[src/mcu_wd_consts.svh]
// Purpose: Offsets, field positions, reset values and counts of the
//          runaway watchdog.
// Assumes: Wishbone byte addresses, one 32-bit word per register.
// Notes:   Definitions only.
`ifndef MCU_WD_CONSTS_SVH
`define MCU_WD_CONSTS_SVH

`define WD_ADR_W          8
`define WD_ADR_CTRL       8'h00
`define WD_ADR_FET        8'h04
`define WD_ADR_STAT       8'h08
`define WD_ADR_CLR        8'h0c
`define WD_ADR_IEN        8'h10
`define WD_ADR_CNT        8'h14

`define WD_CTRL_TSEL_LO   0
`define WD_CTRL_TSEL_HI   1
`define WD_CTRL_ACTSEL    2
`define WD_CTRL_REFRESH   3

`define WD_FET_CHG        0
`define WD_FET_DIS        1

`define WD_ST_FLAG        0
`define WD_ST_TRIP        1
`define WD_ST_RST         2
`define WD_ST_W           3

`define WD_TSEL_RST       2'b00
`define WD_ACTSEL_RST     1'b0
`define WD_FET_RST        1'b0
`define WD_IEN_RST        3'b000

`define WD_TSEL_2S        2'b00
`define WD_TSEL_4S        2'b01
`define WD_TSEL_8S        2'b10

`define WD_OSC_DIV        4
`define WD_DIV_W          2
`define WD_PRE_BITS       3
`define WD_CNT_BITS       16
`define WD_PRE_TOP_2S     1
`define WD_PRE_TOP_4S     3
`define WD_PRE_TOP_8S     7

`define WD_RST_LOW_CYCLES 16

`endif

[src/mcu_wd_pkg.sv]
// Purpose: Types shared by the runaway watchdog.
// Assumes: Nothing beyond the constants header.
// Notes:   Stage of the overflow sequence.
package mcu_wd_pkg;
	typedef enum logic [1:0] {
		STAGE_RUN,
		STAGE_FLAGGED,
		STAGE_TRIPPED
	} stage_t;
endpackage

[src/pin_sync.sv]
// Purpose: Bring a pin into the clk domain and report its rising edge.
// Assumes: Pin is asynchronous to clk.
// Notes:   Level moves only when the second and third stages agree.
module pin_sync (
	input  logic clk,
	input  logic rst_n,
	input  logic pin,
	output logic level,
	output logic rise
);
	logic s1_r;
	logic s2_r;
	logic s3_r;
	logic level_r;
	logic rise_r;

	always_ff @(posedge clk or negedge rst_n) begin
		if (!rst_n) begin
			s1_r <= 1'b0;
			s2_r <= 1'b0;
			s3_r <= 1'b0;
		end else begin
			s1_r <= pin;
			s2_r <= s1_r;
			s3_r <= s2_r;
		end
	end

	// First stage feeds only the second; filter uses stages two and three
	always_ff @(posedge clk or negedge rst_n) begin
		if (!rst_n) begin
			level_r <= 1'b0;
			rise_r  <= 1'b0;
		end else begin
			if (s2_r == s3_r)
				level_r <= s3_r;
			rise_r <= (s2_r == s3_r) && s3_r && !level_r;
		end
	end

	assign level = level_r;
	assign rise  = rise_r;
endmodule

[src/runaway_counter.sv]
// Purpose: Prescaler plus counter that times out the runaway period.
// Assumes: tick is a one-cycle pulse at the divided oscillator rate.
// Notes:   Longest period uses every bit of the chain.
`include "mcu_wd_consts.svh"

module runaway_counter #(
	parameter int PRE_W = `WD_PRE_BITS,
	parameter int CNT_W = `WD_CNT_BITS
) (
	input  logic                   clk,
	input  logic                   rst_n,
	input  logic                   tick,
	input  logic                   restart,
	input  logic [1:0]             timeSel,
	output logic                   ovf,
	output logic [PRE_W+CNT_W-1:0] count
);
	logic [PRE_W-1:0] pre_r;
	logic [CNT_W-1:0] cnt_r;
	logic             ovf_r;
	logic             preWrap;

	function automatic logic [PRE_W-1:0] preTop(input logic [1:0] s);
		case (s)
			`WD_TSEL_2S: preTop = PRE_W'(`WD_PRE_TOP_2S);
			`WD_TSEL_4S: preTop = PRE_W'(`WD_PRE_TOP_4S);
			default:     preTop = PRE_W'(`WD_PRE_TOP_8S);
		endcase
	endfunction

	assign preWrap = tick && (pre_r == preTop(timeSel));

	// Prescaler feeding the wide counter
	always_ff @(posedge clk or negedge rst_n) begin
		if (!rst_n)
			pre_r <= '0;
		else if (restart || preWrap)
			pre_r <= '0;
		else if (tick)
			pre_r <= pre_r + 1'b1;
	end

	always_ff @(posedge clk or negedge rst_n) begin
		if (!rst_n)
			cnt_r <= '0;
		else if (restart)
			cnt_r <= '0;
		else if (preWrap)
			cnt_r <= cnt_r + 1'b1;
	end

	always_ff @(posedge clk or negedge rst_n) begin
		if (!rst_n)
			ovf_r <= 1'b0;
		else
			ovf_r <= !restart && preWrap && (&cnt_r);
	end

	assign ovf   = ovf_r;
	assign count = {cnt_r, pre_r};
endmodule

[src/mcu_runaway_watchdog.sv]
// Purpose: Runaway watchdog for the companion controller, with FET
//          cut-off and reset request, reached over classic Wishbone.
// Assumes: oscIn and runawayRefreshIn are pins outside the clk domain.
// Notes:   oscIn must be well below half the clk rate.
`include "mcu_wd_consts.svh"

module mcu_runaway_watchdog #(
	parameter int RST_LOW_CYCLES = `WD_RST_LOW_CYCLES,
	// A narrower counter shortens every period by the same factor
	parameter int CNT_W          = `WD_CNT_BITS
) (
	input  logic        clk,
	input  logic        rst_n,
	input  logic        cyc_i,
	input  logic        stb_i,
	input  logic        we_i,
	input  logic [7:0]  adr_i,
	input  logic [3:0]  sel_i,
	input  logic [31:0] dat_i,
	output logic [31:0] dat_o,
	output logic        ack_o,
	input  logic        oscIn,
	input  logic        runawayRefreshIn,
	output logic        chargeFetEnable,
	output logic        dischargeFetEnable,
	output logic        frontendResetOut_n,
	output logic        irq
);
	import mcu_wd_pkg::*;

	localparam int CHAIN_W = `WD_PRE_BITS + CNT_W;
	localparam int RC_W    = $clog2(RST_LOW_CYCLES + 1);

	logic                 ack_r;
	logic [31:0]          dat_r;
	logic                 busHit;
	logic                 wrEn;

	logic                 oscRise;
	logic                 refreshRise;
	logic [`WD_DIV_W-1:0] div_r;
	logic                 divTick;

	logic [1:0]           timeSel_r;
	logic                 actionSel_r;
	logic                 swRefresh_r;
	logic                 selChange_r;
	logic                 restart;

	logic                 chargeFet_r;
	logic                 dischargeFet_r;
	logic [`WD_ST_W-1:0]  status_r;
	logic [`WD_ST_W-1:0]  ien_r;
	logic [`WD_ST_W-1:0]  stEvent;
	logic                 irq_r;

	stage_t               stage_r;
	logic                 ovf;
	logic                 firstOvf;
	logic                 secondOvf;
	logic                 resetReq;
	logic [CHAIN_W-1:0]   chainCount;

	logic [RC_W-1:0]      rstCnt_r;
	logic                 rstOut_n_r;

	// Low-byte write strobe for one register address
	function automatic logic wrLow(input logic [7:0] off);
		wrLow = wrEn && sel_i[0] && (adr_i == off);
	endfunction

	// Time-select field of a control word
	function automatic logic [1:0] tselField(input logic [31:0] w);
		tselField = {w[`WD_CTRL_TSEL_HI], w[`WD_CTRL_TSEL_LO]};
	endfunction

	// Pin capture; the pin itself carries the pull-down, so an idle
	// line settles low and gives no rising edge
	pin_sync oscSync (
		.clk   (clk),
		.rst_n (rst_n),
		.pin   (oscIn),
		.level (),
		.rise  (oscRise)
	);

	pin_sync refreshSync (
		.clk   (clk),
		.rst_n (rst_n),
		.pin   (runawayRefreshIn),
		.level (),
		.rise  (refreshRise)
	);

	// Divide the oscillator by four
	always_ff @(posedge clk or negedge rst_n) begin
		if (!rst_n)
			div_r <= '0;
		else if (oscRise)
			div_r <= div_r + 1'b1;
	end

	assign divTick = oscRise && (div_r == `WD_DIV_W'(`WD_OSC_DIV - 1));

	// Any refresh source restarts the chain
	assign restart = refreshRise || swRefresh_r || selChange_r;

	// Private oscillator path and counter
	runaway_counter #(
		.PRE_W (`WD_PRE_BITS),
		.CNT_W (CNT_W)
	) chain (
		.clk     (clk),
		.rst_n   (rst_n),
		.tick    (divTick),
		.restart (restart),
		.timeSel (timeSel_r),
		.ovf     (ovf),
		.count   (chainCount)
	);

	assign firstOvf  = ovf && (stage_r == STAGE_RUN);
	assign secondOvf = ovf && (stage_r != STAGE_RUN);
	assign resetReq  = secondOvf && actionSel_r;

	// Overflow sequence; a refresh ends the run of overflows, so
	// the next overflow after any refresh counts as a first one
	always_ff @(posedge clk or negedge rst_n) begin
		if (!rst_n)
			stage_r <= STAGE_RUN;
		else if (restart)
			stage_r <= STAGE_RUN;
		else if (firstOvf)
			stage_r <= STAGE_FLAGGED;
		else if (secondOvf)
			stage_r <= STAGE_TRIPPED;
	end

	// Wishbone classic slave: one wait state, ack for one cycle
	assign busHit = cyc_i && stb_i && !ack_r;
	assign wrEn   = busHit && we_i;

	always_ff @(posedge clk or negedge rst_n) begin
		if (!rst_n)
			ack_r <= 1'b0;
		else
			ack_r <= busHit;
	end

	always_ff @(posedge clk or negedge rst_n) begin
		if (!rst_n) begin
			dat_r <= '0;
		end else if (busHit && !we_i) begin
			if (adr_i == `WD_ADR_CTRL)
				dat_r <= {29'h0, actionSel_r, timeSel_r};
			else if (adr_i == `WD_ADR_FET)
				dat_r <= {30'h0, dischargeFet_r, chargeFet_r};
			else if (adr_i == `WD_ADR_STAT)
				dat_r <= {29'h0, status_r};
			else if (adr_i == `WD_ADR_IEN)
				dat_r <= {29'h0, ien_r};
			else if (adr_i == `WD_ADR_CNT)
				dat_r <= 32'(chainCount); // Snapshot, chain keeps running
			else
				dat_r <= '0; // Clear register and holes read zero
		end
	end

	// Control register
	always_ff @(posedge clk or negedge rst_n) begin
		if (!rst_n) begin
			timeSel_r   <= `WD_TSEL_RST;
			actionSel_r <= `WD_ACTSEL_RST;
		end else if (wrLow(`WD_ADR_CTRL)) begin
			timeSel_r   <= tselField(dat_i);
			actionSel_r <= dat_i[`WD_CTRL_ACTSEL];
		end
	end

	// Restart only when the setting really changes
	always_ff @(posedge clk or negedge rst_n) begin
		if (!rst_n)
			selChange_r <= 1'b0;
		else
			selChange_r <= wrLow(`WD_ADR_CTRL) &&
				(tselField(dat_i) != timeSel_r);
	end

	// Software refresh strobe, self clearing
	always_ff @(posedge clk or negedge rst_n) begin
		if (!rst_n)
			swRefresh_r <= 1'b0;
		else
			swRefresh_r <= wrLow(`WD_ADR_CTRL) &&
				dat_i[`WD_CTRL_REFRESH];
	end

	// FET enables; the trip wins over a software write so that a
	// stuck controller cannot re-enable the FETs in the same cycle
	always_ff @(posedge clk or negedge rst_n) begin
		if (!rst_n) begin
			chargeFet_r    <= `WD_FET_RST;
			dischargeFet_r <= `WD_FET_RST;
		end else if (secondOvf) begin
			chargeFet_r    <= 1'b0;
			dischargeFet_r <= 1'b0;
		end else if (wrLow(`WD_ADR_FET)) begin
			chargeFet_r    <= dat_i[`WD_FET_CHG];
			dischargeFet_r <= dat_i[`WD_FET_DIS];
		end
	end

	// Sticky status; a new event beats a clear in the same cycle
	assign stEvent = {resetReq, secondOvf, firstOvf};

	always_ff @(posedge clk or negedge rst_n) begin
		if (!rst_n)
			status_r <= '0;
		else if (wrLow(`WD_ADR_CLR))
			status_r <= (status_r & ~dat_i[`WD_ST_W-1:0]) | stEvent;
		else
			status_r <= status_r | stEvent;
	end

	always_ff @(posedge clk or negedge rst_n) begin
		if (!rst_n)
			ien_r <= `WD_IEN_RST;
		else if (wrLow(`WD_ADR_IEN))
			ien_r <= dat_i[`WD_ST_W-1:0];
	end

	always_ff @(posedge clk or negedge rst_n) begin
		if (!rst_n)
			irq_r <= 1'b0;
		else
			irq_r <= |(status_r & ien_r);
	end

	// Reset pulse toward the controller; held a fixed time so the
	// controller sees a clean low even if it is wedged
	always_ff @(posedge clk or negedge rst_n) begin
		if (!rst_n)
			rstCnt_r <= '0;
		else if (resetReq)
			rstCnt_r <= RC_W'(RST_LOW_CYCLES);
		else if (rstCnt_r != '0)
			rstCnt_r <= rstCnt_r - 1'b1;
	end

	always_ff @(posedge clk or negedge rst_n) begin
		if (!rst_n)
			rstOut_n_r <= 1'b1;
		else
			rstOut_n_r <= !(resetReq || (rstCnt_r > RC_W'(1)));
	end

	assign dat_o              = dat_r;
	assign ack_o              = ack_r;
	assign chargeFetEnable    = chargeFet_r;
	assign dischargeFetEnable = dischargeFet_r;
	assign frontendResetOut_n = rstOut_n_r;
	assign irq                = irq_r;
endmodule

[config.mk]
export PLATFORM = sky130hd
export DESIGN_NAME = mcu_runaway_watchdog
export DESIGN_NICKNAME = d
export VERILOG_FILES = /design/src/mcu_wd_pkg.sv /design/src/pin_sync.sv /design/src/runaway_counter.sv /design/src/mcu_runaway_watchdog.sv
export VERILOG_INCLUDE_DIRS = /design/src
export SDC_FILE = /design/constraint.sdc
export NUM_CORES = 1
export LEC_CHECK = 0
export BUFFER_PORTS_ARGS = -buffer_cell sky130_fd_sc_hd__buf_2
export CAP_MARGIN = 5
export CORE_UTILIZATION = 53
export DETAILED_ROUTE_END_ITERATION = 8
export HOLD_SLACK_MARGIN = 0.06
export PLACE_DENSITY = 0.83
export SYNTH_ARGS = -nofsm -noshare
export SYNTH_HDL_FRONTEND = slang
export SYNTH_HIERARCHICAL = 1
export SYNTH_SLANG_ARGS = --single-unit
[constraint.sdc]
create_clock -name clk -period 2.6 [get_ports clk]
set_input_delay 0.13 -clock clk [delete_from_list [all_inputs] [get_ports clk]]
set_output_delay 0.13 -clock clk [all_outputs]
set_load 0.01 [all_outputs]
# Yosys cells after proc, flatten, opt, wreduce, memory -nomap -nowiden
# Index checks and enable logic that the tools add are counted.
# totals
ff_bits	87
in_bits	51
out_inout_bits	37
wordCells	113
# classes
n_addsub	4
n_lt_le_gt_ge	1
eq_ne	11
mux	20
n_bitwise	5
n_reduce_logical	44
# op_table
operator	n
19-bit 2-to-1 mux	4
16-bit 2-to-1 mux	2
32-bit 2-to-1 mux	1
1-bit logical AND	22
16-bit by 1-bit adder with 16-bit output, second input constant	1
8-bit by 4-bit equality test with 1-bit output, second input constant	2
8-bit by 5-bit equality test with 1-bit output, second input constant	2
16-bit AND reduction	1
5-bit 2-to-1 mux	2
2-bit nonzero test	5
3-bit 2-to-1 mux	3
8-bit by 3-bit equality test with 1-bit output, second input constant	1
8-bit logical NOT	1
3-bit AND	2
1-bit logical NOT	6
2-bit 2-to-1 mux	3
3-bit bitwise OR	2
3-bit case mux with 2 select lines	1
5-bit by 1-bit > comparator with 1-bit output, second input constant	1
5-bit nonzero test	1
5-bit by 1-bit subtractor with 5-bit output, second input constant	1
2-bit logical NOT	2
1-bit logical OR	4
1-bit 2-to-1 mux	4
other kinds (10)	11

# Logic depth before layout (Yosys ltp)
# Gate-level depths: netlist (run 1).
# logic_depth
depth_word	7
ltp_mapped	8
mapped_depth_nobuf	6

# Modules after synthesis
# The synthesis (run 1) kept the hierarchy.
# modules_own_cells
mod	n_inst	cells_per_inst	area_per_inst_um2	seq_area_each_um2
mcu_runaway_watchdog	1	181	2030.7	1102.3
runaway_counter	1	110	1084.8	500.5
pin_sync	2	8	158.9	125.1

# Least setup slack after synthesis (run 1)
# Ideal clock, no wire load.
# synth_path
kind	input to register
startpoint	input adr_i[1]
endpoint	register actionSel_r
setup_time_ps	125
arrival_time_ps	1912
t_required_ps	2475
setup_slack_ps	563
path_stages	4
n_path_buf	0
path_cell_list	or4_4 -> or4_4 -> nor4_1 -> mux2_2
# synth_via
elab_chain_len	2
# synth_lines
element	line	source
start, declared	mcu_runaway_watchdog.sv:17	input logic [7:0] adr_i,
8-bit logical NOT	mcu_runaway_watchdog.sv:69	wrLow = wrEn && sel_i[0] && (adr_i == off);
1-bit logical AND	mcu_runaway_watchdog.sv:69	
end signal, assigned	mcu_runaway_watchdog.sv:173	actionSel_r <= `WD_ACTSEL_RST;
end signal, assigned	mcu_runaway_watchdog.sv:176	actionSel_r <= dat_i[`WD_CTRL_ACTSEL];
end, declared	mcu_runaway_watchdog.sv:45	logic actionSel_r;
# No other way between the ends.
# A chain may end at the register's enable or synchronous reset.

# Worst setup path after layout (run 1)
# layout_path
startpoint	register div_r[0]
endpoint	register chain.cnt_r[14]
# layout_via
elab_chain_len	4
# layout_lines
element	line	source
start, declared	mcu_runaway_watchdog.sv:41	logic [`WD_DIV_W-1:0] div_r;
start signal, assigned	mcu_runaway_watchdog.sv:100	div_r <= div_r + 1'b1;
2-bit equality test	mcu_runaway_watchdog.sv:103	assign divTick = oscRise && (div_r == `WD_DIV_W'(`WD_OSC_DIV - 1));
1-bit logical AND	mcu_runaway_watchdog.sv:103	
named net divTick	mcu_runaway_watchdog.sv:42	logic divTick;
1-bit logical AND	runaway_counter.sv:31	assign preWrap = tick && (pre_r == preTop(timeSel));
2-bit nonzero test (no line)	n/a	
end signal, assigned	runaway_counter.sv:49	cnt_r <= cnt_r + 1'b1;
end, declared	runaway_counter.sv:19	logic [CNT_W-1:0] cnt_r;
# The timed path passes the listed nets, and every way through them passes these cells.

==> results.md, run 1 <==
* Crit path capture type: register
* Largest stage delay, worst path at 0.38 ns
* Num CTS Buffers at 9
* Clk root buf: clkbuf_8
* Total Wirelength at 6800 um
* Cell area after synthesis at 3430 um^2
* EDFF count, synth at 0
* Sum of negative setup slack at 0 ns
* Leakage power at 1.90 nW
* Number of buffer and inverter stages on the critical path at 1
* Buffers on Ports at 43
* Fill cells at 480
* Antenna violations before repair at 0
* CP Cell Sequence: ha_1 > and2_1 > and4bb_1 > a22oi_2 > buf_4 > nor4_1 > mux2_2
* Vias in the first global route at 2,386
* Syn Area/Cell at roughly 11 um^2
* Ant. Diodes at 0
* Yosys top cell area share at 53.2%
* Gpl congestion at slightly above 0.8
* Ports at around 90
* WS Path Type: reg2reg
* Nature of the critical path startpoint: register
* Worst hold path type: in2reg
* Initial DRC count at 250
* Worst clock skew at 0.0129 ns
* ANT nets after route at 0
* Total track usage at 22.5%
* Share of cells above drive strength 1 at a little under a quarter
* Drc violations at 0
* Warnings, synthesis at 6
* First-pass GRT wire length at 11,200 um
* IR drop worst, VDD at 340 uV
* Ys flop type: dfrtp_1
* Clk pin slew, worst setup/hold paths at around 0.080 ns
* Critical path fanouts, max at 30
* Longest Clk Path Bufs at 2
* Vias/cell at roughly 5.7
* Power density over the cells at 558 nW/um^2
* H-tree levels at 3
* Final Util at 64.7%
* CP delay by family, top: simple AND/OR/NAND/NOR gates
* Cell row count at 28
* Post-CTS Setup Bufs at 0
* Wire per inst at 15.3 um
* CTS sink count at between 70 and 80
* Count leader, synth: dfrtp_1
* Endpoints failing hold at 0
* Max-slew headroom at 45.5%
* Die Y at 82.5 um
* GRT overflow at 0
* Vias at about 2.5k
* Final Critical Period at 2.13 ns
* Pre-antenna DRT Iters at 5
* RSZ-0062 raised after global routing: false
* Synth Instances at roughly 310
* Final period utilization at 82.0%
* Register area share after synthesis at about 54%
* Clk Latency, worst-skew pair at 0.34 ns
* Fmax at 0.469 GHz
* Worst slew pin tran at about 0.8 ns
* Dpl hpwl at 4580 um
* Synthesis-to-layout area growth at 14.9%
* CORE AREA at 6100 um^2
* Largest net degree at the start of global routing at between 40 and 50
* CP max-delay cell: mux2_2
* Final Max Tran Viols at 0
* Synth top area cells: dfrtp_1, a22o_1, mux2_2
* Cell taking the most area after synthesis: dfrtp_1
* Yosys reg bits at 74
* Max-cap violations at 0
* Initial core utilization at 56.3%
* Crit path DAT at 2.35 ns
* Final-stage net count at 421
* Die Footprint at 6800 um^2
* Top post-synthesis cells by count: dfrtp_1, nor2_1, nand2_1, a21oi_1, a22o_1
* CP Data Required Time at 2.82 ns
* Hold Slack at ~0.072 ns
* Die width at 82.5 um
* CTS tree: done
* Status: finished clean
* Ys async rst share at 100%
* Final setup viols at 0
* Cell variety after synth at between 50 and 60
==> power by group <==
group	switching (mW)	leakage, nW	internal [mW]
Combinational	0.0978	0.837	0.0793
Clock	0.419	0.0826	0.373
Sequential	0.0386	0.979	1.19
==> sequential cells by signal, indices dropped and copies added (netlist names), 2 cells and up <==
signal and flops:
dat_o 19, chain/cnt_r 16, rstCnt_r 5, chain/pre_r 3, ien_r 3, status_r 3
div_r 2, stage_r 2, timeSel_r 2
==> tightest hold or removal path, stage by stage <==
cell,delay [ns]
buf_2,0.14
nand2_1,0.06
mux2i_1,0.05
==> cell usage in the layout (no fill, tap or decap), types with 2 or more instances in the layout <==
master / netlist / final
dfrtp_1: 73 / 73
buf_2: 2 / 43
nor2_1: 21 / 21
nand2_1: 20 / 20
a21oi_1: 17 / 17
a22o_1: 16 / 16
o21ai_0: 13 / 13
conb_1: 1 / 13
mux2_2: 11 / 11
inv_1: 10 / 10
clkbuf_8: 0 / 10
or3_1: 9 / 9
nand4_1: 8 / 8
or4_1: 8 / 8
mux2i_1: 8 / 8
ha_1: 7 / 7
dlygate4sd3_1: 0 / 7
o31ai_1: 6 / 6
xnor2_1: 5 / 5
nor4_1: 5 / 5
nor2b_1: 5 / 5
buf_4: 13 / 5
nand3_1: 4 / 4
or4_4: 3 / 3
nor4b_1: 2 / 2
nand2b_1: 2 / 2
o22ai_1: 2 / 2
nor3_1: 2 / 2
xor2_1: 2 / 2
clkbuf_1: 6 / 2
clkinvlp_4: 0 / 2
mux2_4: 2 / 2
==> cell families (layout without fill, tap and decap cells) <==
logic type	count (synthesis)	count (layout)	synth area share, %
buf+inv	33	82	5.32
flops	74	74	54.0
xor+xnor	7	7	1.79
fa+ha+maj	7	7	2.55
other cells	1	13	0.109
simple gates	102	102	17.4
mux	21	21	6.82
compound gates	62	62	12.1
==> final timing paths <==
path / startpoint / to / slack, ns / depth (start not counted)
max: div_r[0]$_DFFE_PN0P_ / chain/cnt_r[14]$_DFFE_PN0P_ / 0.47 / 7
min: dat_i[1] / dischargeFetEnable$_DFFE_PN0P_ / 0.07 / 3
max reg2reg: div_r[0]$_DFFE_PN0P_ / chain/cnt_r[14]$_DFFE_PN0P_ / 0.47 / 7
min reg2reg: refreshSync/s1_r$_DFF_PN0_ / refreshSync/s2_r$_DFF_PN0_ / 0.35 / 0
max in group asynchronous: rst_n / chain/pre_r[2]$_DFFE_PN0P_ / 1.46 / 3
min in group asynchronous: rst_n / rstCnt_r[3]$_DFFE_PN0P_ / 0.44 / 2
==> stage by stage <==
step | std cells | instance area [um^2] | worst slack (ns) | power [mW]
after floorplan | 319 | 3480 | 0.563 | 1.36
after global placement | 420 | 3700 | 0.453 | 1.41
after detailed placement | 420 | 3700 | 0.428 | 1.42
after CTS | 443 | 3940 | 0.445 | 2.22
after global routing | 443 | 3940 | 0.353 | 2.29
final | 443 | 3940 | 0.468 | 2.20
==> layout make-up <==
type / count / area (um^2) / area share (%)
timing repair buffer: 56 / 343 / 8.69
clock buffer: 12 / 145 / 3.68
inverter: 10 / 37.5 / 0.952
clock inverter: 4 / 28.8 / 0.730
sequential: 74 / 1850 / 47.0
tap: 75 / 93.8 / 2.38
multi-input combinational: 212 / 1440 / 36.6
==> repair_timing <==
item	in CTS	in global routing
gates resized for setup	0	0
hold buffers	7	0
hold endpoints to repair	39	0
==> routing by layer <==
layer / vias up / part of all wire [%] / global-route usage, % / wire, um
li1: 1214 / - / - / -
met1: 1204 / 45 / 29.3 / 3080
met2: 82 / 48 / 36.3 / 3240
met3: 13 / 5.0 / 4.29 / 342
met4: 0 / 1.9 / 10.5 / 131
met5: - / 0 / 0 / 0
(Power assumes the default switching activity.)
==> run 2: changes to the inputs <==
--- a/config.mk
+++ b/config.mk
@@ -6,9 +6,10 @@
 export SDC_FILE = /design/constraint.sdc
 export NUM_CORES = 1
 export LEC_CHECK = 0
+export ABC_AREA = 1
 export BUFFER_PORTS_ARGS = -buffer_cell sky130_fd_sc_hd__buf_2
 export CAP_MARGIN = 5
-export CORE_UTILIZATION = 53
+export CORE_UTILIZATION = 54
 export DETAILED_ROUTE_END_ITERATION = 8
 export HOLD_SLACK_MARGIN = 0.06
 export PLACE_DENSITY = 0.83
==> constraint.sdc (replaced) <==
create_clock -name clk -period 2 [get_ports clk]
set_input_delay 0.1 -clock clk [delete_from_list [all_inputs] [get_ports clk]]
set_output_delay 0.1 -clock clk [all_outputs]
set_load 0.01 [all_outputs]
==> run 2 against run 1 <==
Compared with the run above:
- the flow now finishes with violations (design-rule violations)
- via count is 29% higher
- largest cell class unchanged
- critical path depth is 5 higher
- power rose by 37%
- utilization down 1.3 points
- largest power group unchanged
- synthesized cell count up 49%
- clock power grew 44%
- first-iteration DRC count is 28% higher
==> results.md, run 2 <==
* Top post-synthesis cells by count: nand2_1, dfrtp_1, nand3_1, nor2_1, inv_1
* Cell taking the most area after synthesis: dfrtp_1
* GRT overflow at 0 (unchanged)
* Clk root buf: clkbuf_8
* Share of cells above drive strength 1 at 17.7% (-5.4 points)
* CORE AREA at 6760 um^2 (+11%)
* Cell variety after synth at 37 (-30%)
* Final Critical Period at 1.67 ns (-0.461 ns)
* WS Path Type: reg2reg
* Crit path DAT at 1.94 ns (-0.41 ns)
* Final period utilization at 83.6% (+1.6 points)
* Synthesis-to-layout area growth at 13.8%
* Fill cells at 565 (+18%)
* Syn Area/Cell at 8.24 um^2 (-26%)
* Critical Path Start: div_r[0]$_DFFE_PN0P_
* Routed wire length on met3 at 389 um (+14%)
* Wl on met1 at 3460 um (+12%)
* Max FFs per register at 19 (unchanged)
* Total track usage at 22.7% (+0.18 points)
* CP Data Required Time at 2.27 ns (-0.55 ns)
* Cell row count at 30 (+7.1%)
* Ports at 88 (unchanged)
* Vias in the first global route at 2,916 (+22%)
* Max-slew headroom at 66.6% (+21 points)
* ANT nets after route at 0 (unchanged)
* First-pass GRT wire length at 13,000 um (+16%)
* Leakage power at 2.17 nW (+15%)
* Yosys top cell area share at 48.5% (-4.7 points)
* RSZ-0062 raised after global routing: false
* Pre-antenna DRT Iters at 9 (+4)
* CTS sink count at 74 (unchanged)
* Reg2reg setup slack at 0.33 ns (-0.14 ns)
* Crit path capture type: register
* Final Max Tran Viols at 0 (unchanged)
* Wire per inst at 12.7 um (-17%)
* Failing checks: design-rule violations
* Fmax at 0.598 GHz (+28%)
* FF/Latch Area at 1850 um^2 (unchanged)
* Die Y at 85.5 um (+3.6%)
* Clk pin slew, worst setup/hold paths at 0.08 ns (about the same)
* Dpl hpwl at 5300 um (+16%)
* Initial core utilization at 55.7% (-0.62 points)
* Worst hold path type: in2reg
* Buffers on Ports at 43 (unchanged)
* Ys async rst share at 100% (unchanged)
* Synth top area cells: dfrtp_1, nand2_1, nand3_1
* Warnings, synthesis at 6 (unchanged)
* Die width at 85.5 um (+3.6%)
* Worst clock skew at 0.0144 ns (+0.00147 ns)
* Cell area after synthesis at 3760 um^2 (+9.6%)
* Register area share after synthesis at 49.2% (-4.7 points)
* Status: finished, violations left
* Worst slew pin tran at 0.498 ns (-0.320 ns)
* H-tree levels at 3 (unchanged)
* IR drop worst, VDD at 383 uV (+13%)
* Gpl congestion at 0.892 (+11%)
* Top layer in use: met4
* Multi-input gate area at 1610 um^2 (+12%)
* Met2 WL post-DR at 3690 um (+14%)
* Sum of negative setup slack at 0 ns (unchanged)
* Die Footprint at 7310 um^2 (+7.4%)
* EDFF count, synth at 0 (unchanged)
* Synth Instances at 457 (+49%)
* Total Wirelength at 7640 um (+12%)
* Ys flop type: dfrtp_1
* Pwr Total at 3.02 mW (+37%)
* Final setup viols at 0 (unchanged)
* Ant. Diodes at 0 (unchanged)
* Initial DRC count at 321 (+28%)
* Critical path fanouts, max at 13 (-57%)
* Clk Latency, worst-skew pair at 0.35 ns (about the same)
* Commonest cells after routing, fill and taps aside: nand2_1, dfrtp_1, nand3_1
* Worst min-delay path startpoint: dat_i[0]
* Max-cap violations at 0 (unchanged)
* Final-stage net count at 572 (+36%)
* Longest Clk Path Bufs at 2 (unchanged)
* Largest net degree at the start of global routing at 75 (+83%)
* Yosys reg bits at 74 (unchanged)
* Commonest non-fill, non-tap cell in the layout: nand2_1
* CTS tree: done
* Vias/cell at 5.40 (-4.9%)
* Num CTS Buffers at 9 (unchanged)
* Drc violations at 1 (+1)
* # resized after CTS at 0 (unchanged)
* Endpoints failing hold at 0 (unchanged)
* Antenna violations before repair at 0 (unchanged)
* Vias at 3,233 (+29%)
* Hold Slack at 0.0758 ns (+0.00331 ns)
* Worst r2r src: div_r[0]$_DFFE_PN0P_
* Count leader, synth: nand2_1
* Nature of the critical path startpoint: register
* Power density over the cells at 705 nW/um^2 (+26%)
==> run 2: cell types whose count changed after synthesis, sizes merged, moves of 6 or more <==
cell	before	now
nand2	20	116
nand3	4	49
inv	10	44
nor2	21	52
o21ai	14	43
a22o	16	0
mux2	13	1
or4	11	0
mux2i	8	0
or3	9	1
o31ai	6	0
==> run 2: worst paths after layout <==
path,to,cells after the start
hold reg to reg,oscSync/s2_r$_DFF_PN0_,0
min in group asynchronous,dat_o[17]$_DFFE_PN0P_,3
hold / removal,chargeFetEnable$_DFFE_PN0P_,3
setup reg to reg,chain/cnt_r[15]$_DFFE_PN0P_,12
max in group asynchronous,frontendResetOut_n$_DFF_PN1_,3
setup / recovery,chain/cnt_r[15]$_DFFE_PN0P_,12
==> run 2: per-layer routing <==
metal,track usage [%],vias to the layer above
met2,37.7,118
li1,-,1577
met5,0,-
met3,4.67,12
met4,7.42,0
met1,29.7,1526
==> run 2: power by group <==
group          internal, mW  switching (mW)  total [mW]  leakage, nW
registers              1.56          0.0506        1.61        0.986
logic                 0.104           0.171       0.276         1.10
clock network         0.578           0.559        1.14       0.0925
total                  2.24           0.781        3.02         2.17
==> run 2: cell families after synthesis <==
family | synth area share, %
AOI/OAI and AO/OA | 8.64
xor gates and xnor gates | 0.931
buffers and inverters | 9.11
other | 0.0996
DFF | 49.2
adders and majority gates | 2.33
and+or+nand+nor | 29.4
muxes | 0.299
==> run 2: final cells by class <==
class	instances	area share [%]
flip-flops and latches	74	43.3
multi-input cells	327	37.7
repair buffers	57	8.24
inverters	45	3.94
clock buffers	10	2.98
well taps	80	2.34
clock inverters	6	1.58
==> run 2: stage by stage <==
step | area [um^2] | std cells | util [%] | setup WS [ns]
global route | 4280 | 599 | 63.4 | 0.0925
CTS | 4280 | 599 | 63.4 | 0.363
global placement | 4010 | 575 | 59.3 | 0.484
finish | 4280 | 599 | 63.4 | 0.328
floorplan | 3810 | 469 | - | 0.559
detailed placement | 4010 | 575 | 59.3 | 0.385
==> run 2: repair_timing <==
item                      CTS  global route
hold buffers                8             0
hold endpoints to repair   80             0
buffers inserted            0             0
==> run 2: worst max-delay path: stages, from the launching register on <==
cell     delay (ns)
dfrtp_1        0.37
ha_1           0.16
nand2_1        0.06
inv_1          0.10
nand2_1        0.08
inv_2          0.07
nand3_2        0.06
nor2_2         0.17
buf_4          0.22
nand3_1        0.09
nand2_1        0.07
inv_1          0.04
nor2_1         0.12
